==> src/hdl/aic_map.vh <==
// register map, field positions, reset values and timing for the adc i2c control
`ifndef AIC_MAP_VH
`define AIC_MAP_VH

// register pointer values
`define AIC_REG_RESULT 8'h00
`define AIC_REG_CHAN 8'h01
`define AIC_REG_CFG 8'h02

// configuration fields and reset values
`define AIC_CFG_CMD_BIT 9
`define AIC_CFG_AUTO_BIT 8
`define AIC_CFG_RST 16'h0000
`define AIC_CHAN_RST 8'h01
`define AIC_RESULT_RST 16'h0000

// slave address: fixed upper bits, strap level codes
`define AIC_ADDR_FIXED 3'h2
`define AIC_STRAP_LOW 2'h0
`define AIC_STRAP_HIGH 2'h1
`define AIC_STRAP_FLOAT 2'h2
`define AIC_STRAP_SETTLE 2'h3

// conversion time in ns, clock period in ns, cycles rounded up
`define AIC_CONV_NS 550
`define AIC_CLK_NS 25
`define AIC_CONV_CYC ((`AIC_CONV_NS + `AIC_CLK_NS - 1) / `AIC_CLK_NS)

`endif

==> src/hdl/aic_top.v <==
// i2c register access and conversion sequencing for a four channel adc
// Function
// - non-channel registers take two data bytes
// - write: address, pointer, msb, lsb, all acked
// - further pointer and data pairs until stop
// - pointer kept across transactions
// - pointer-only write changes no register
// - read sends byte pairs until master nacks
// - reset: sample mode, channel 0 only
// - sample mode when cmd equals auto
// - start pin fall holds and converts 550 ns
// - sample pulses step mask from lowest channel
// - command mode when cmd set, auto clear
// - result read triggers next channel conversion
// - conversion starts on scl rise after ack
// - result bytes: channel, alert, msbs; then lsbs
// - converter powers down between command conversions
// - sequence wraps to lowest selected channel
// - nack stops; later read resumes next channel
// - channel write restarts sequence at lowest
// - pointer 0 result, 1 channel, 2 config
// - channel register one byte, bit per channel
// - slave address 010 plus two strap fields
`timescale 1ns/1ps
`include "aic_map.vh"
module aic_top (
    input wire sys_clk,
    input wire nrst,
    input wire scl_in,
    input wire sda_in,
    output wire sda_out,
    output wire sda_oe_n,
    input wire conversion_start_pin_n,
    input wire [1:0] address_strap_low,
    input wire [1:0] address_strap_high,
    input wire [11:0] adc_sample_data,
    input wire adc_alert,
    output wire adc_hold,
    output wire [1:0] adc_channel,
    output wire adc_power_down,
    output wire conv_busy
);
    localparam [2:0] S_IDLE = 3'h0;
    localparam [2:0] S_RX = 3'h1;
    localparam [2:0] S_ACK = 3'h2;
    localparam [2:0] S_TX = 3'h3;
    localparam [2:0] S_MACK = 3'h4;
    localparam [2:0] S_IGN = 3'h5;
    localparam [1:0] W_PTR = 2'h0;
    localparam [1:0] W_MSB = 2'h1;
    localparam [1:0] W_LSB = 2'h2;
    localparam [1:0] C_IDLE = 2'h0;
    localparam [1:0] C_CONV = 2'h1;
    localparam [1:0] C_PUSH = 2'h2;
    localparam [31:0] CONV_LAST_W = `AIC_CONV_CYC - 1;
    localparam [4:0] CONV_LAST = CONV_LAST_W[4:0];

    wire [2:0] pin_s;
    wire [3:0] strap_s;
    wire scl_s;
    wire sda_s;
    wire cvs_s;
    reg scl_d_reg;
    reg sda_d_reg;
    reg cvs_d_reg;
    wire scl_rise;
    wire scl_fall;
    wire start_det;
    wire stop_det;
    wire cvs_fall;

    reg [1:0] strap_cnt_reg;
    reg [6:0] slave_addr_reg;
    reg [1:0] strap_hi_bits;
    reg [1:0] strap_lo_bits;

    reg [2:0] st_reg;
    reg [3:0] bit_cnt_reg;
    reg [7:0] shift_reg;
    reg first_reg;
    reg rd_reg;
    reg lo_reg;
    reg [1:0] wph_reg;
    reg [7:0] msb_hold_reg;
    reg [7:0] ptr_reg;
    reg sda_oe_n_reg;
    reg [7:0] chan_reg;
    reg [15:0] cfg_reg;
    reg [15:0] result_reg;
    reg chan_wr_reg;
    reg cmd_arm_reg;

    reg [1:0] cst_reg;
    reg [4:0] ccnt_reg;
    reg [1:0] conv_chan_reg;
    reg [1:0] seq_last_reg;
    reg seq_valid_reg;
    reg [15:0] conv_word_reg;

    wire sample_mode;
    wire cmd_mode;
    wire cmd_go;
    wire start_req;
    wire buf_in_ready;
    wire buf_out_valid;
    wire buf_out_ready;
    wire [15:0] buf_out_data;
    reg [1:0] next_chan;
    reg found_above;
    reg found_any;
    reg [1:0] chan_above;
    reg [1:0] chan_low;
    reg [15:0] tx_word;
    reg [1:0] live_chan;
    wire [7:0] tx_byte;
    wire [7:0] next_byte;
    integer i;

    aic_sync #(.WIDTH(3), .RST_VAL(3'h7)) u_pin_sync (
        .sys_clk(sys_clk),
        .nrst(nrst),
        .d({scl_in, sda_in, conversion_start_pin_n}),
        .q(pin_s)
    );

    aic_sync #(.WIDTH(4), .RST_VAL(4'h0)) u_strap_sync (
        .sys_clk(sys_clk),
        .nrst(nrst),
        .d({address_strap_high, address_strap_low}),
        .q(strap_s)
    );

    assign scl_s = pin_s[2];
    assign sda_s = pin_s[1];
    assign cvs_s = pin_s[0];
    assign scl_rise = scl_s & ~scl_d_reg;
    assign scl_fall = ~scl_s & scl_d_reg;
    assign start_det = scl_s & scl_d_reg & sda_d_reg & ~sda_s;
    assign stop_det = scl_s & scl_d_reg & ~sda_d_reg & sda_s;
    assign cvs_fall = cvs_d_reg & ~cvs_s;

    always @(posedge sys_clk or negedge nrst) begin
        if (!nrst) begin
            scl_d_reg <= 1'b1;
            sda_d_reg <= 1'b1;
            cvs_d_reg <= 1'b1;
        end else begin
            scl_d_reg <= scl_s;
            sda_d_reg <= sda_s;
            cvs_d_reg <= cvs_s;
        end
    end

    // three-level strap to two address bits: high 00, floating 10, low 11
    always @* begin
        case (strap_s[3:2])
            `AIC_STRAP_HIGH: strap_hi_bits = 2'h0;
            `AIC_STRAP_LOW: strap_hi_bits = 2'h3;
            default: strap_hi_bits = 2'h2;
        endcase
        case (strap_s[1:0])
            `AIC_STRAP_HIGH: strap_lo_bits = 2'h0;
            `AIC_STRAP_LOW: strap_lo_bits = 2'h3;
            default: strap_lo_bits = 2'h2;
        endcase
    end

    // straps are loaded on each of the first three clocks and held from the third, once the synchroniser has settled
    always @(posedge sys_clk or negedge nrst) begin
        if (!nrst) begin
            strap_cnt_reg <= 2'h0;
            slave_addr_reg <= 7'h00;
        end else if (strap_cnt_reg != `AIC_STRAP_SETTLE) begin
            strap_cnt_reg <= strap_cnt_reg + 2'h1;
            slave_addr_reg <= {`AIC_ADDR_FIXED, strap_hi_bits, strap_lo_bits};
        end
    end

    assign sample_mode = (cfg_reg[`AIC_CFG_CMD_BIT] == cfg_reg[`AIC_CFG_AUTO_BIT]);
    assign cmd_mode = cfg_reg[`AIC_CFG_CMD_BIT] & ~cfg_reg[`AIC_CFG_AUTO_BIT];
    assign cmd_go = cmd_arm_reg & scl_rise;

    // channel field follows the conversion being started in command mode
    always @* begin
        live_chan = result_reg[14:13];
        if (cmd_mode) begin
            live_chan = cmd_arm_reg ? next_chan : conv_chan_reg;
        end
        case (ptr_reg)
            `AIC_REG_RESULT: tx_word = {1'b0, live_chan, result_reg[12:0]};
            `AIC_REG_CHAN: tx_word = {8'h00, chan_reg};
            `AIC_REG_CFG: tx_word = cfg_reg;
            default: tx_word = 16'h0000;
        endcase
    end

    assign tx_byte = lo_reg ? tx_word[7:0] : tx_word[15:8];
    assign next_byte = lo_reg ? tx_word[15:8] : tx_word[7:0];

    always @(posedge sys_clk or negedge nrst) begin
        if (!nrst) begin
            st_reg <= S_IDLE;
            bit_cnt_reg <= 4'h0;
            shift_reg <= 8'h00;
            first_reg <= 1'b0;
            rd_reg <= 1'b0;
            lo_reg <= 1'b0;
            wph_reg <= W_PTR;
            msb_hold_reg <= 8'h00;
            ptr_reg <= `AIC_REG_RESULT;
            sda_oe_n_reg <= 1'b1;
            chan_reg <= `AIC_CHAN_RST;
            cfg_reg <= `AIC_CFG_RST;
            chan_wr_reg <= 1'b0;
            cmd_arm_reg <= 1'b0;
        end else begin
            chan_wr_reg <= 1'b0;
            if (cmd_go) begin
                cmd_arm_reg <= 1'b0;
            end
            if (start_det) begin
                st_reg <= S_RX;
                bit_cnt_reg <= 4'h0;
                first_reg <= 1'b1;
                sda_oe_n_reg <= 1'b1;
                cmd_arm_reg <= 1'b0;
            end else if (stop_det) begin
                st_reg <= S_IDLE;
                sda_oe_n_reg <= 1'b1;
                cmd_arm_reg <= 1'b0;
            end else begin
                case (st_reg)
                    S_RX: begin
                        if (scl_rise) begin
                            shift_reg <= {shift_reg[6:0], sda_s};
                            bit_cnt_reg <= bit_cnt_reg + 4'h1;
                        end else if (scl_fall && bit_cnt_reg == 4'h8) begin
                            bit_cnt_reg <= 4'h0;
                            if (first_reg) begin
                                first_reg <= 1'b0;
                                if (shift_reg[7:1] == slave_addr_reg) begin
                                    rd_reg <= shift_reg[0];
                                    wph_reg <= W_PTR;
                                    lo_reg <= 1'b0;
                                    st_reg <= S_ACK;
                                    sda_oe_n_reg <= 1'b0;
                                end else begin
                                    st_reg <= S_IGN;
                                end
                            end else begin
                                st_reg <= S_ACK;
                                sda_oe_n_reg <= 1'b0;
                                case (wph_reg)
                                    W_PTR: begin
                                        ptr_reg <= shift_reg;
                                        wph_reg <= W_MSB;
                                    end
                                    W_MSB: begin
                                        if (ptr_reg == `AIC_REG_CHAN) begin
                                            chan_reg <= shift_reg;
                                            chan_wr_reg <= 1'b1;
                                            wph_reg <= W_PTR;
                                        end else begin
                                            msb_hold_reg <= shift_reg;
                                            wph_reg <= W_LSB;
                                        end
                                    end
                                    default: begin
                                        if (ptr_reg == `AIC_REG_CFG) begin
                                            cfg_reg <= {msb_hold_reg, shift_reg};
                                        end
                                        wph_reg <= W_PTR;
                                    end
                                endcase
                            end
                        end
                    end
                    S_ACK: begin
                        if (scl_fall) begin
                            bit_cnt_reg <= 4'h0;
                            if (rd_reg) begin
                                st_reg <= S_TX;
                                sda_oe_n_reg <= tx_byte[7];
                                if (cmd_mode && ptr_reg == `AIC_REG_RESULT) begin
                                    cmd_arm_reg <= 1'b1;
                                end
                            end else begin
                                st_reg <= S_RX;
                                sda_oe_n_reg <= 1'b1;
                            end
                        end
                    end
                    S_TX: begin
                        if (scl_fall) begin
                            if (bit_cnt_reg == 4'h7) begin
                                st_reg <= S_MACK;
                                sda_oe_n_reg <= 1'b1;
                            end else begin
                                bit_cnt_reg <= bit_cnt_reg + 4'h1;
                                sda_oe_n_reg <= tx_byte[3'h6 - bit_cnt_reg[2:0]];
                            end
                        end
                    end
                    S_MACK: begin
                        if (scl_rise && sda_s) begin
                            st_reg <= S_IGN;
                        end else if (scl_fall) begin
                            st_reg <= S_TX;
                            bit_cnt_reg <= 4'h0;
                            lo_reg <= ~lo_reg;
                            sda_oe_n_reg <= next_byte[7];
                            if (lo_reg && cmd_mode && ptr_reg == `AIC_REG_RESULT) begin
                                cmd_arm_reg <= 1'b1;
                            end
                        end
                    end
                    S_IGN: begin
                        sda_oe_n_reg <= 1'b1;
                    end
                    default: begin
                        st_reg <= S_IDLE;
                    end
                endcase
            end
        end
    end

    // next channel: lowest selected above the last one, else lowest selected
    always @* begin
        found_above = 1'b0;
        found_any = 1'b0;
        chan_above = 2'h0;
        chan_low = 2'h0;
        for (i = 3; i >= 0; i = i - 1) begin
            if (chan_reg[i]) begin
                chan_low = i[1:0];
                found_any = 1'b1;
                if (seq_valid_reg && i[1:0] > seq_last_reg) begin
                    chan_above = i[1:0];
                    found_above = 1'b1;
                end
            end
        end
        next_chan = found_above ? chan_above : chan_low;
        if (!found_any) begin
            next_chan = 2'h0;
        end
    end

    assign start_req = (sample_mode & cvs_fall) | (cmd_mode & cmd_go);

    always @(posedge sys_clk or negedge nrst) begin
        if (!nrst) begin
            cst_reg <= C_IDLE;
            ccnt_reg <= 5'h00;
            conv_chan_reg <= 2'h0;
            seq_last_reg <= 2'h0;
            seq_valid_reg <= 1'b0;
            conv_word_reg <= 16'h0000;
        end else begin
            case (cst_reg)
                C_IDLE: begin
                    if (start_req) begin
                        conv_chan_reg <= next_chan;
                        seq_last_reg <= next_chan;
                        seq_valid_reg <= 1'b1;
                        ccnt_reg <= 5'h00;
                        cst_reg <= C_CONV;
                    end
                end
                C_CONV: begin
                    if (ccnt_reg == CONV_LAST) begin
                        conv_word_reg <= {1'b0, conv_chan_reg, adc_alert, adc_sample_data};
                        cst_reg <= C_PUSH;
                    end else begin
                        ccnt_reg <= ccnt_reg + 5'h01;
                    end
                end
                C_PUSH: begin
                    if (buf_in_ready) begin
                        cst_reg <= C_IDLE;
                    end
                end
                default: begin
                    cst_reg <= C_IDLE;
                end
            endcase
            if (chan_wr_reg) begin
                seq_valid_reg <= 1'b0;
            end
        end
    end

    // result word is not replaced while its low byte is on the bus
    assign buf_out_ready = ~(st_reg == S_TX && lo_reg && ptr_reg == `AIC_REG_RESULT);

    aic_buf2 #(.WIDTH(16)) u_result_buf (
        .sys_clk(sys_clk),
        .nrst(nrst),
        .in_valid(cst_reg == C_PUSH),
        .in_ready(buf_in_ready),
        .in_data(conv_word_reg),
        .out_valid(buf_out_valid),
        .out_ready(buf_out_ready),
        .out_data(buf_out_data)
    );

    always @(posedge sys_clk or negedge nrst) begin
        if (!nrst) begin
            result_reg <= `AIC_RESULT_RST;
        end else if (buf_out_valid && buf_out_ready) begin
            result_reg <= buf_out_data;
        end
    end

    assign sda_out = 1'b0;
    assign sda_oe_n = sda_oe_n_reg;
    assign adc_hold = (cst_reg == C_CONV);
    assign adc_channel = conv_chan_reg;
    assign adc_power_down = cmd_mode & (cst_reg != C_CONV);
    assign conv_busy = (cst_reg != C_IDLE);
endmodule // aic_top

==> src/hdl/aic_sync.v <==
// two flip-flop synchroniser for pin inputs
`timescale 1ns/1ps
module aic_sync #(
    parameter WIDTH = 1,
    parameter [WIDTH-1:0] RST_VAL = {WIDTH{1'b0}}
) (
    input wire sys_clk,
    input wire nrst,
    input wire [WIDTH-1:0] d,
    output wire [WIDTH-1:0] q
);
    reg [WIDTH-1:0] meta_reg;
    reg [WIDTH-1:0] sync_reg;

    always @(posedge sys_clk or negedge nrst) begin
        if (!nrst) begin
            meta_reg <= RST_VAL;
            sync_reg <= RST_VAL;
        end else begin
            meta_reg <= d;
            sync_reg <= meta_reg;
        end
    end

    assign q = sync_reg;
endmodule // aic_sync

==> src/hdl/aic_buf2.v <==
// two-entry valid/ready buffer
`timescale 1ns/1ps
module aic_buf2 #(
    parameter WIDTH = 16
) (
    input wire sys_clk,
    input wire nrst,
    input wire in_valid,
    output wire in_ready,
    input wire [WIDTH-1:0] in_data,
    output wire out_valid,
    input wire out_ready,
    output wire [WIDTH-1:0] out_data
);
    reg [WIDTH-1:0] mem_reg [0:1];
    reg wr_ptr_reg;
    reg rd_ptr_reg;
    reg [1:0] count_reg;
    wire push;
    wire pop;

    assign in_ready = (count_reg != 2'h2);
    assign out_valid = (count_reg != 2'h0);
    assign out_data = mem_reg[rd_ptr_reg];
    assign push = in_valid & in_ready;
    assign pop = out_valid & out_ready;

    always @(posedge sys_clk or negedge nrst) begin
        if (!nrst) begin
            mem_reg[0] <= {WIDTH{1'b0}};
            mem_reg[1] <= {WIDTH{1'b0}};
            wr_ptr_reg <= 1'b0;
            rd_ptr_reg <= 1'b0;
            count_reg <= 2'h0;
        end else begin
            if (push) begin
                mem_reg[wr_ptr_reg] <= in_data;
                wr_ptr_reg <= ~wr_ptr_reg;
            end
            if (pop) begin
                rd_ptr_reg <= ~rd_ptr_reg;
            end
            if (push && !pop) begin
                count_reg <= count_reg + 2'h1;
            end else if (pop && !push) begin
                count_reg <= count_reg - 2'h1;
            end
        end
    end
endmodule // aic_buf2

==> config.mk <==
export PLATFORM = sky130hd
export DESIGN_NAME = aic_top
export DESIGN_NICKNAME = d
export VERILOG_FILES = /design/src/hdl/aic_top.v /design/src/hdl/aic_sync.v /design/src/hdl/aic_buf2.v
export VERILOG_INCLUDE_DIRS = /design/src /design/src/hdl
export SDC_FILE = /design/constraint.sdc
export NUM_CORES = 1
export LEC_CHECK = 0
export ABC_CLOCK_PERIOD_IN_PS = 3900
export BUFFER_PORTS_ARGS = -buffer_cell sky130_fd_sc_hd__buf_2
export CAP_MARGIN = 20
export CORE_MARGIN = 3
export CORE_UTILIZATION = 60
export CTS_BUF_LIST = sky130_fd_sc_hd__clkbuf_4 sky130_fd_sc_hd__clkbuf_8 sky130_fd_sc_hd__clkbuf_16
export DETAILED_ROUTE_END_ITERATION = 8
export HOLD_SLACK_MARGIN = 0.06
export PLACE_DENSITY_LB_ADDON = 0.25
export SYNTH_ARGS = -nofsm -noshare
export SYNTH_HDL_FRONTEND = slang
export SYNTH_SLANG_ARGS = --single-unit
==> constraint.sdc <==
create_clock -name sys_clk -period 3.9 [get_ports sys_clk]
set_input_delay 0.585 -clock sys_clk [delete_from_list [all_inputs] [get_ports sys_clk]]
set_output_delay 0.585 -clock sys_clk [all_outputs]
set_load 0.02 [all_outputs]
==> results of run 1 <==
[worst register-to-register path, stage by stage, from the launching register on]
cell,delay [ns]
dfrtp_1,0.52
nor3_1,0.59
nand2_4,0.18
o32ai_2,0.29
buf_4,0.31
ha_1,0.21
xor2_1,0.15
nor2_1,0.07
xor2_1,0.13
[how the worst max path moves through the flow]
| stage | to | cells after the start | startpoint |
|---|---|---|---|
| 2_1_floorplan | cfg_reg[10] | 9 | bit_cnt_reg[0] |
| 3_3_place_gp | seq_last_reg[0] | 5 | u_pin_sync.q[2] |
| 3_5_place_dp | chan_reg[3] | 8 | bit_cnt_reg[0] |
| 4_1_cts | chan_reg[3] | 8 | bit_cnt_reg[0] |
| 5_1_grt | chan_reg[3] | 8 | bit_cnt_reg[0] |
| 6_report | u_result_buf.count_reg[1] | 8 | ptr_reg[0] |
[power by group through the flow]
stage / clock network, µW / registers, µW / logic [µW]
floorplan: 0 / 2080 / 782
global placement: 0 / 2230 / 909
detailed placement: 0 / 2250 / 928
CTS: 1690 / 2230 / 933
global route: 1770 / 2280 / 1050
finish: 1670 / 2230 / 933
[cell usage in the layout, fill, tap and decap left out, types with 3 or more instances in the layout]
cell,instances
nand2_1,49
mux2i_1,23
a21o_1,3
clkinv_4,3
clkbuf_16,17
o22ai_1,4
a21boi_0,3
o31ai_1,5
nor3_1,4
buf_2,26
nor2b_1,4
o21ai_0,33
and2_1,3
a31oi_1,7
nor4_4,3
nor3b_1,5
o41ai_1,3
o21a_1,3
nand4_1,4
a21oi_1,22
ha_1,7
or2_2,4
buf_4,9
and3_1,5
nand3_1,18
mux4_2,3
nor4_1,3
dfstp_2,11
xor2_1,7
nand2b_1,8
xnor2_1,9
mux2_2,87
mux2_4,8
inv_1,16
dfrtp_1,150
nor2_1,27
inv_6,3
[layout make-up]
| class | count | share of cell area [%] |
|---|---|---|
| multi-input combinational | 403 | 37.9 |
| clock buffer | 17 | 5.18 |
| inverter | 16 | 0.732 |
| timing repair buffer | 36 | 2.55 |
| clock inverter | 15 | 2.15 |
| sequential | 161 | 49.3 |
| tap | 143 | 2.18 |
[through the flow]
stage,setup slack (ns),instances
floorplan,1.58,602
global placement,1.42,758
detailed placement,1.35,758
CTS,1.33,790
global route,1.09,791
finish,1.31,791
[layer usage]
layer	vias to the layer above	wire (µm)	global-route usage, %
met5	-	0	0
met1	2418	7250	36.1
met2	130	7010	37.0
met4	0	323	8.51
met3	25	832	7.20
li1	2226	-	-
[kinds of logic (layout without fill, tap and decap cells)]
kind of cell / count (synthesis) / count (layout) / synth area share (%)
DFF: 161 / 161 / 55.2
and+or+nand+nor: 151 / 151 / 11.0
muxes: 121 / 121 / 19.1
AOI/OAI and AO/OA: 107 / 107 / 9.27
buffers and inverters: 38 / 84 / 2.21
xor gates and xnor gates: 16 / 16 / 1.91
adders and majority gates: 7 / 7 / 1.20
other: 1 / 1 / 0.0512
==> metrics.md, run 1 <==
| Metric | Value |
|---|---|
| Later-pin clock latency in the skew report | `0.42 ns` |
| Cell row count | `39` |
| Fin crit share | `66.3%` |
| Slew HR | `40.0%` |
| Combinational share of power | `19.3%` |
| Post-synthesis register bit count | `161` |
| Ant. Diodes | `0` |
| Worst-path fanout max | `32` |
| Worst IR Drop VDD | `0.456 mV` |
| Netlist cell types | `64` |
| Worst hold slack | `0.172 ns` |
| Syn avg cell area | `12.2 µm²` |
| Gr usage total | `25.1%` |
| Max frequency | `387 MHz` |
| Reg power frac | `46.2%` |
| Pre-antenna DRT Iters | `6` |
| Clk buf depth | `2` |
| Die W | `116 µm` |
| Die Y | `116 µm` |
| Internal power | `3280 µW` |
| Count leader, synth | `dfrtp_1` |
| # fillers | `809` |
| Num Clock Sinks | `161` |
| Clk pwr share | `34.5%` |
| # nets final | `664` |
| R2R setup slack | `1.31 ns` |
| Crit path DAT | `2.89 ns` |
| Max H-tree Level | `4` |
| Status | `completed` |
| Crit path cell chain | `nor3_1 > nand2_4 > o32ai_2 > buf_4 > ha_1 > xor2_1 > nor2_1 > xor2_1` |
| Post-CTS sizing | `0` |
| TritonCTS clock tree | `built` |
| Seq/Total Area, Yosys | `55.2%` |
| Post-layout util | `70.4%` |
| Post-DP Area | `7600 µm²` |
| Final WL | `15,400 µm` |
| Psw | `1550 µW` |
| Finish-stage setup viols | `0` |
| Switch share | `32.0%` |
| Most used cell along the critical path | `xor2_1` |
| Worst Hold Class | `input port to asynchronous set/reset pin` |
| Clock buffer count from CTS | `17` |
| Mapped cell area | `7320 µm²` |
| Routed len/inst | `19.5 µm` |
| Vias in the first global route | `4,901` |
| Area of the multi-input gates | `3110 µm²` |
| Hold Violations, Final | `0` |
| Via count | `4,799` |
| Share of cells above drive strength 1 | `29.3%` |
| RSZ-0062 raised after global routing | `false` |
| Setup Crit Path Kind | `flip-flop to flip-flop` |
| Total gr overflow | `0` |
| WP buf/inv | `1` |
| Port Buf Inserts | `27` |
| Main area contributors after synthesis | `dfrtp_1 (51%), mux2_2 (13%), dfstp_2 (3.9%)` |
| Initial antenna violation count | `0` |
| Starting Density | `62.8%` |
| Largest net degree at the start of global routing | `87` |
| Clk_skew | `0.00694 ns` |
| CP peak stage delay | `0.59 ns` |
| Synth top area share | `51.3%` |
| Crit path max-delay cell type | `nor3_1` |
| Syn nets | `631` |
| YS warnings | `0` |
| Worst Setup Start Kind | `flip-flop` |
| Hpwl dp | `10,700 µm` |
| CORE AREA | `11,700 µm²` |
| CTS Root Cell | `clkbuf_16` |
| Vias per cell | `6.07` |
| Worst R2R Path Depth | `8` |
| Top post-synthesis cells by count | `dfrtp_1 (150), mux2_2 (87), nand2_1 (49)` |
| Crit-path leading delay family | `simple AND/OR/NAND/NOR gates` |
| Post-CTS setup buffers | `0` |
| IO Pins | `29` |
| Number of routed nets with antenna violations | `0` |
| P&R area growth vs syn | `12.1%` |
| Leak | `0.00382 µW` |
| Leading area contributor after synthesis | `dfrtp_1` |
| Overall Power | `4830 µW` |
| FF-to-FF End | `u_result_buf.count_reg[1]` |
| Max Cap Violations | `0` |
| Die area | `13,600 µm²` |
| Hold buffer count at cts | `0` |
| Mapped Cells | `602` |
| First-pass GRT wire length | `25,600 µm` |
| Worst slew pin tran | `0.900 ns` |
| Clk slew on worst S/H paths | `0.07 ns` |
| CP endpoint kind | `flip-flop` |
| Initial drt markers | `465` |
| Max reg flops | `30` |
| Register area | `4040 µm²` |
| Setup TNS | `0 ns` |
| EDFF count, synth | `0` |
| Post-synth top flop | `dfrtp_1` |
| DRC | `0` |
| RePlAce Congestion | `0.926` |
| Fin crit period | `2.59 ns` |
| P per Cell Area | `589 nW/µm²` |
| CP required | `4.20 ns` |
| Fin area | `8210 µm²` |
| Slew Viols, Final | `0` |
| Post-synthesis async set-or-reset flop share | `100%` |
| Reg2reg start | `ptr_reg[0]` |
(Power assumes the default switching activity.)
==> inputs of run 2 (changes only) <==
--- a/config.mk
+++ b/config.mk
@@ -6,11 +6,11 @@
 export SDC_FILE = /design/constraint.sdc
 export NUM_CORES = 1
 export LEC_CHECK = 0
-export ABC_CLOCK_PERIOD_IN_PS = 3900
+export ABC_CLOCK_PERIOD_IN_PS = 2350
 export BUFFER_PORTS_ARGS = -buffer_cell sky130_fd_sc_hd__buf_2
 export CAP_MARGIN = 20
 export CORE_MARGIN = 3
-export CORE_UTILIZATION = 60
+export CORE_UTILIZATION = 56
 export CTS_BUF_LIST = sky130_fd_sc_hd__clkbuf_4 sky130_fd_sc_hd__clkbuf_8 sky130_fd_sc_hd__clkbuf_16
 export DETAILED_ROUTE_END_ITERATION = 8
 export HOLD_SLACK_MARGIN = 0.06
==> constraint.sdc (replaced) <==
create_clock -name sys_clk -period 2.35 [get_ports sys_clk]
set_input_delay 0.3525 -clock sys_clk [delete_from_list [all_inputs] [get_ports sys_clk]]
set_output_delay 0.3525 -clock sys_clk [all_outputs]
set_load 0.02 [all_outputs]
==> run 2 against run 1 <==
  * Sequential power grew 62%
  * Via count rose by 3.4%
  * Critical path depth unchanged
  * Power grew 71%
  * First-iteration DRC count decreased by 21%
  * Global-route usage shrank 2.9 points
  * Sequential share of layout area is 2.1 points lower
  * Core utilization down 3.0 points
  * Critical path type unchanged
  * Critical endpoint is now chan_reg[1]
  * Largest power group unchanged
==> metrics.md, run 2 (synthesized netlist as in run 1, its figures left out) <==
| Metric | Value |
|---|---|
| Slew Viols, Final | `0 (unchanged)` |
| TritonCTS clock tree | `built (unchanged)` |
| Max H-tree Level | `4 (unchanged)` |
| Status | `completed (unchanged)` |
| Post-layout util | `67.4% (was 70.4%)` |
| Total gr overflow | `0 (unchanged)` |
| Post-DP Area | `7860 µm² (was 7600 µm²)` |
| Hold Path Origin | `adc_sample_data[5]` |
| Worst Setup Start Kind | `flip-flop (unchanged)` |
| Reg2reg start | `bit_cnt_reg[0] (was ptr_reg[0])` |
| Via count | `4,963 (was 4,799)` |
| # nets final | `696 (was 664)` |
| Clk buf depth | `2 (unchanged)` |
| IO Pins | `29 (unchanged)` |
| Num Clock Sinks | `161 (unchanged)` |
| DRC | `0 (unchanged)` |
| Hold Path End | `conv_word_reg[5]` |
| Final WL | `15,300 µm (was 15,400 µm)` |
| Initial drt markers | `367 (was 465)` |
| Post-CTS setup buffers | `0 (unchanged)` |
| Starting Density | `57.5% (was 62.8%)` |
| Pre-antenna DRT Iters | `5 (was 6)` |
| Clk slew on worst S/H paths | `0.06 ns (was 0.07 ns)` |
| Port Buf Inserts | `27 (unchanged)` |
| Initial antenna violation count | `0 (unchanged)` |
| Met1 GRT Util | `29.6% (was 36.1%)` |
| Max frequency | `451 MHz (was 387 MHz)` |
| Hold Violations, Final | `0 (unchanged)` |
| Worst IR Drop VDD | `0.646 mV (was 0.456 mV)` |
| Vias in the first global route | `4,973 (was 4,901)` |
| Placed cell count | `812 (was 758)` |
| Hpwl dp | `10,400 µm (was 10,700 µm)` |
| Max Cap Violations | `0 (unchanged)` |
| CP endpoint kind | `flip-flop (unchanged)` |
| Met2 Resource Use GR | `36.4% (was 37.0%)` |
| Met3 usage | `5.10% (was 7.20%)` |
| Die area | `14,500 µm² (was 13,600 µm²)` |
| Max reg flops | `30 (unchanged)` |
| Clk_skew | `0.00826 ns (was 0.00694 ns)` |
| P&R area growth vs syn | `17.1% (was 12.1%)` |
| Number of routed nets with antenna violations | `0 (unchanged)` |
| Routed len/inst | `18.0 µm (was 19.5 µm)` |
| Share of cells above drive strength 1 | `31.6% (was 29.3%)` |
| Crit path DAT | `2.53 ns (was 2.89 ns)` |
| Slew HR | `64.8% (was 40.0%)` |
| Worst Hold Class | `input port to flip-flop (was input port to asynchronous set/reset pin)` |
| RePlAce Congestion | `0.921 (was 0.926)` |
| Later-pin clock latency in the skew report | `0.43 ns (was 0.42 ns)` |
| Fin cells | `852 (was 791)` |
| Worst hold slack | `0.150 ns (was 0.172 ns)` |
| Die Y | `120 µm (was 116 µm)` |
| Setup Crit Path Kind | `flip-flop to flip-flop (unchanged)` |
| Fin crit share | `94.3% (was 66.3%)` |
| Finish-stage setup viols | `0 (unchanged)` |
| Leak | `0.00400 µW (was 0.00382 µW)` |
| Worst slew pin tran | `0.528 ns (was 0.900 ns)` |
| Commonest non-fill, non-tap cells in the layout | `dfrtp_1 (150), mux2_2 (87), nand2_1 (49), o21ai_0 (33), buf_4 (30) (was dfrtp_1 (150), mux2_2 (87), nand2_1 (49), o21ai_0 (33), nor2_1 (27))` |
| # fillers | `966 (was 809)` |
| CP required | `2.66 ns (was 4.20 ns)` |
| Fin area | `8570 µm² (was 8210 µm²)` |
| Worst R2R Path Depth | `8 (unchanged)` |
| Commonest non-fill, non-tap cell in the layout | `dfrtp_1 (unchanged)` |
| Clock buffer count from CTS | `17 (unchanged)` |
| Vias per cell | `5.83 (was 6.07)` |
| Fin crit period | `2.22 ns (was 2.59 ns)` |
| Cell row count | `41 (was 39)` |
| Worst-path fanout max | `9 (was 32)` |
| Die W | `120 µm (was 116 µm)` |
| Ant. Diodes | `0 (unchanged)` |
| CTS Root Cell | `clkbuf_16 (unchanged)` |
| CORE AREA | `12,700 µm² (was 11,700 µm²)` |
| R2R setup slack | `0.13 ns (was 1.31 ns)` |
| Busiest grt layer | `met2 (unchanged)` |
| P per Cell Area | `962 nW/µm² (was 589 nW/µm²)` |
| Hold depth | `2` |
| Largest net degree at the start of global routing | `56 (was 87)` |
| Gr usage total | `22.2% (was 25.1%)` |
| First-pass GRT wire length | `25,200 µm (was 25,600 µm)` |
| FF-to-FF End | `chan_reg[1] (was u_result_buf.count_reg[1])` |
[run 2: cell types whose count changed in the layout (fill, tap and decap cells not counted), moves of 3 or more]
cell / before / now
buf_12: 0 / 3
clkinv_4: 3 / 0
dlygate4sd3_1: 0 / 8
clkbuf_8: 0 / 6
buf_4: 9 / 30
[run 2: cell type report]
class | instances | area (µm²) | area share [%]
multi-input cells | 403 | 3120 | 36.4
clock buffers | 24 | 515 | 6.01
inverters | 16 | 60.1 | 0.701
clock inverters | 8 | 111 | 1.30
repair buffers | 68 | 507 | 5.91
well taps | 172 | 215 | 2.51
flip-flops and latches | 161 | 4040 | 47.2
[run 2: through the flow]
step / setup slack [ns] / TNS [ns] / power [µW]
finish: 0.135 / 0 / 8240
global route: -0.0119 / -0.0226 / 8650
CTS: 0.0500 / 0 / 8270
detailed placement: 0.0618 / 0 / 5360
global placement: 0.142 / 0 / 5280
floorplan: 0.0275 / 0 / 4750
[run 2: where the power goes]
group | leakage [µW] | internal [µW] | switching (µW) | total (µW)
combinational | 0.00159 | 814 | 946 | 1760
sequential | 0.00211 | 3120 | 486 | 3610
clock | 0.000308 | 1760 | 1110 | 2880
[run 2: how the worst max path moves through the flow]
stage,to,cells past startpoint,startpoint,slack [ns]
global placement,chan_reg[1],8,bit_cnt_reg[0],0.14
detailed placement,chan_reg[1],8,bit_cnt_reg[0],0.06
floorplan,cfg_reg[10],9,bit_cnt_reg[0],0.03
global route,chan_reg[1],8,bit_cnt_reg[0],-0.01
finish,chan_reg[1],8,bit_cnt_reg[0],0.13
CTS,chan_reg[5],8,bit_cnt_reg[0],0.05
[run 2: routing by layer]
| layer | wire, µm | part of all wire (%) | vias to the layer above |
|---|---|---|---|
| met5 | 0 | 0 | - |
| met4 | 289 | 1.9 | 0 |
| met3 | 754 | 4.9 | 28 |
| met2 | 7370 | 48 | 151 |
| met1 | 6900 | 45 | 2482 |
| li1 | - | - | 2302 |
[run 2: worst max-delay path, stage by stage, from the launching register on]
cell and delay (ns):
dfrtp_1 0.40, inv_1 0.13, ha_1 0.16, nand2_1 0.08
nor3_2 0.21, nand2_2 0.09, nor4b_1 0.35, and3_4 0.33
mux2_2 0.35
[run 2: timing repair]
action / in CTS / in global routing
hold buffers: 8 / 0
endpoints found under the hold margin: 48 / 0
resized for setup: 0 / 3
setup endpoints to repair: 0 / 10
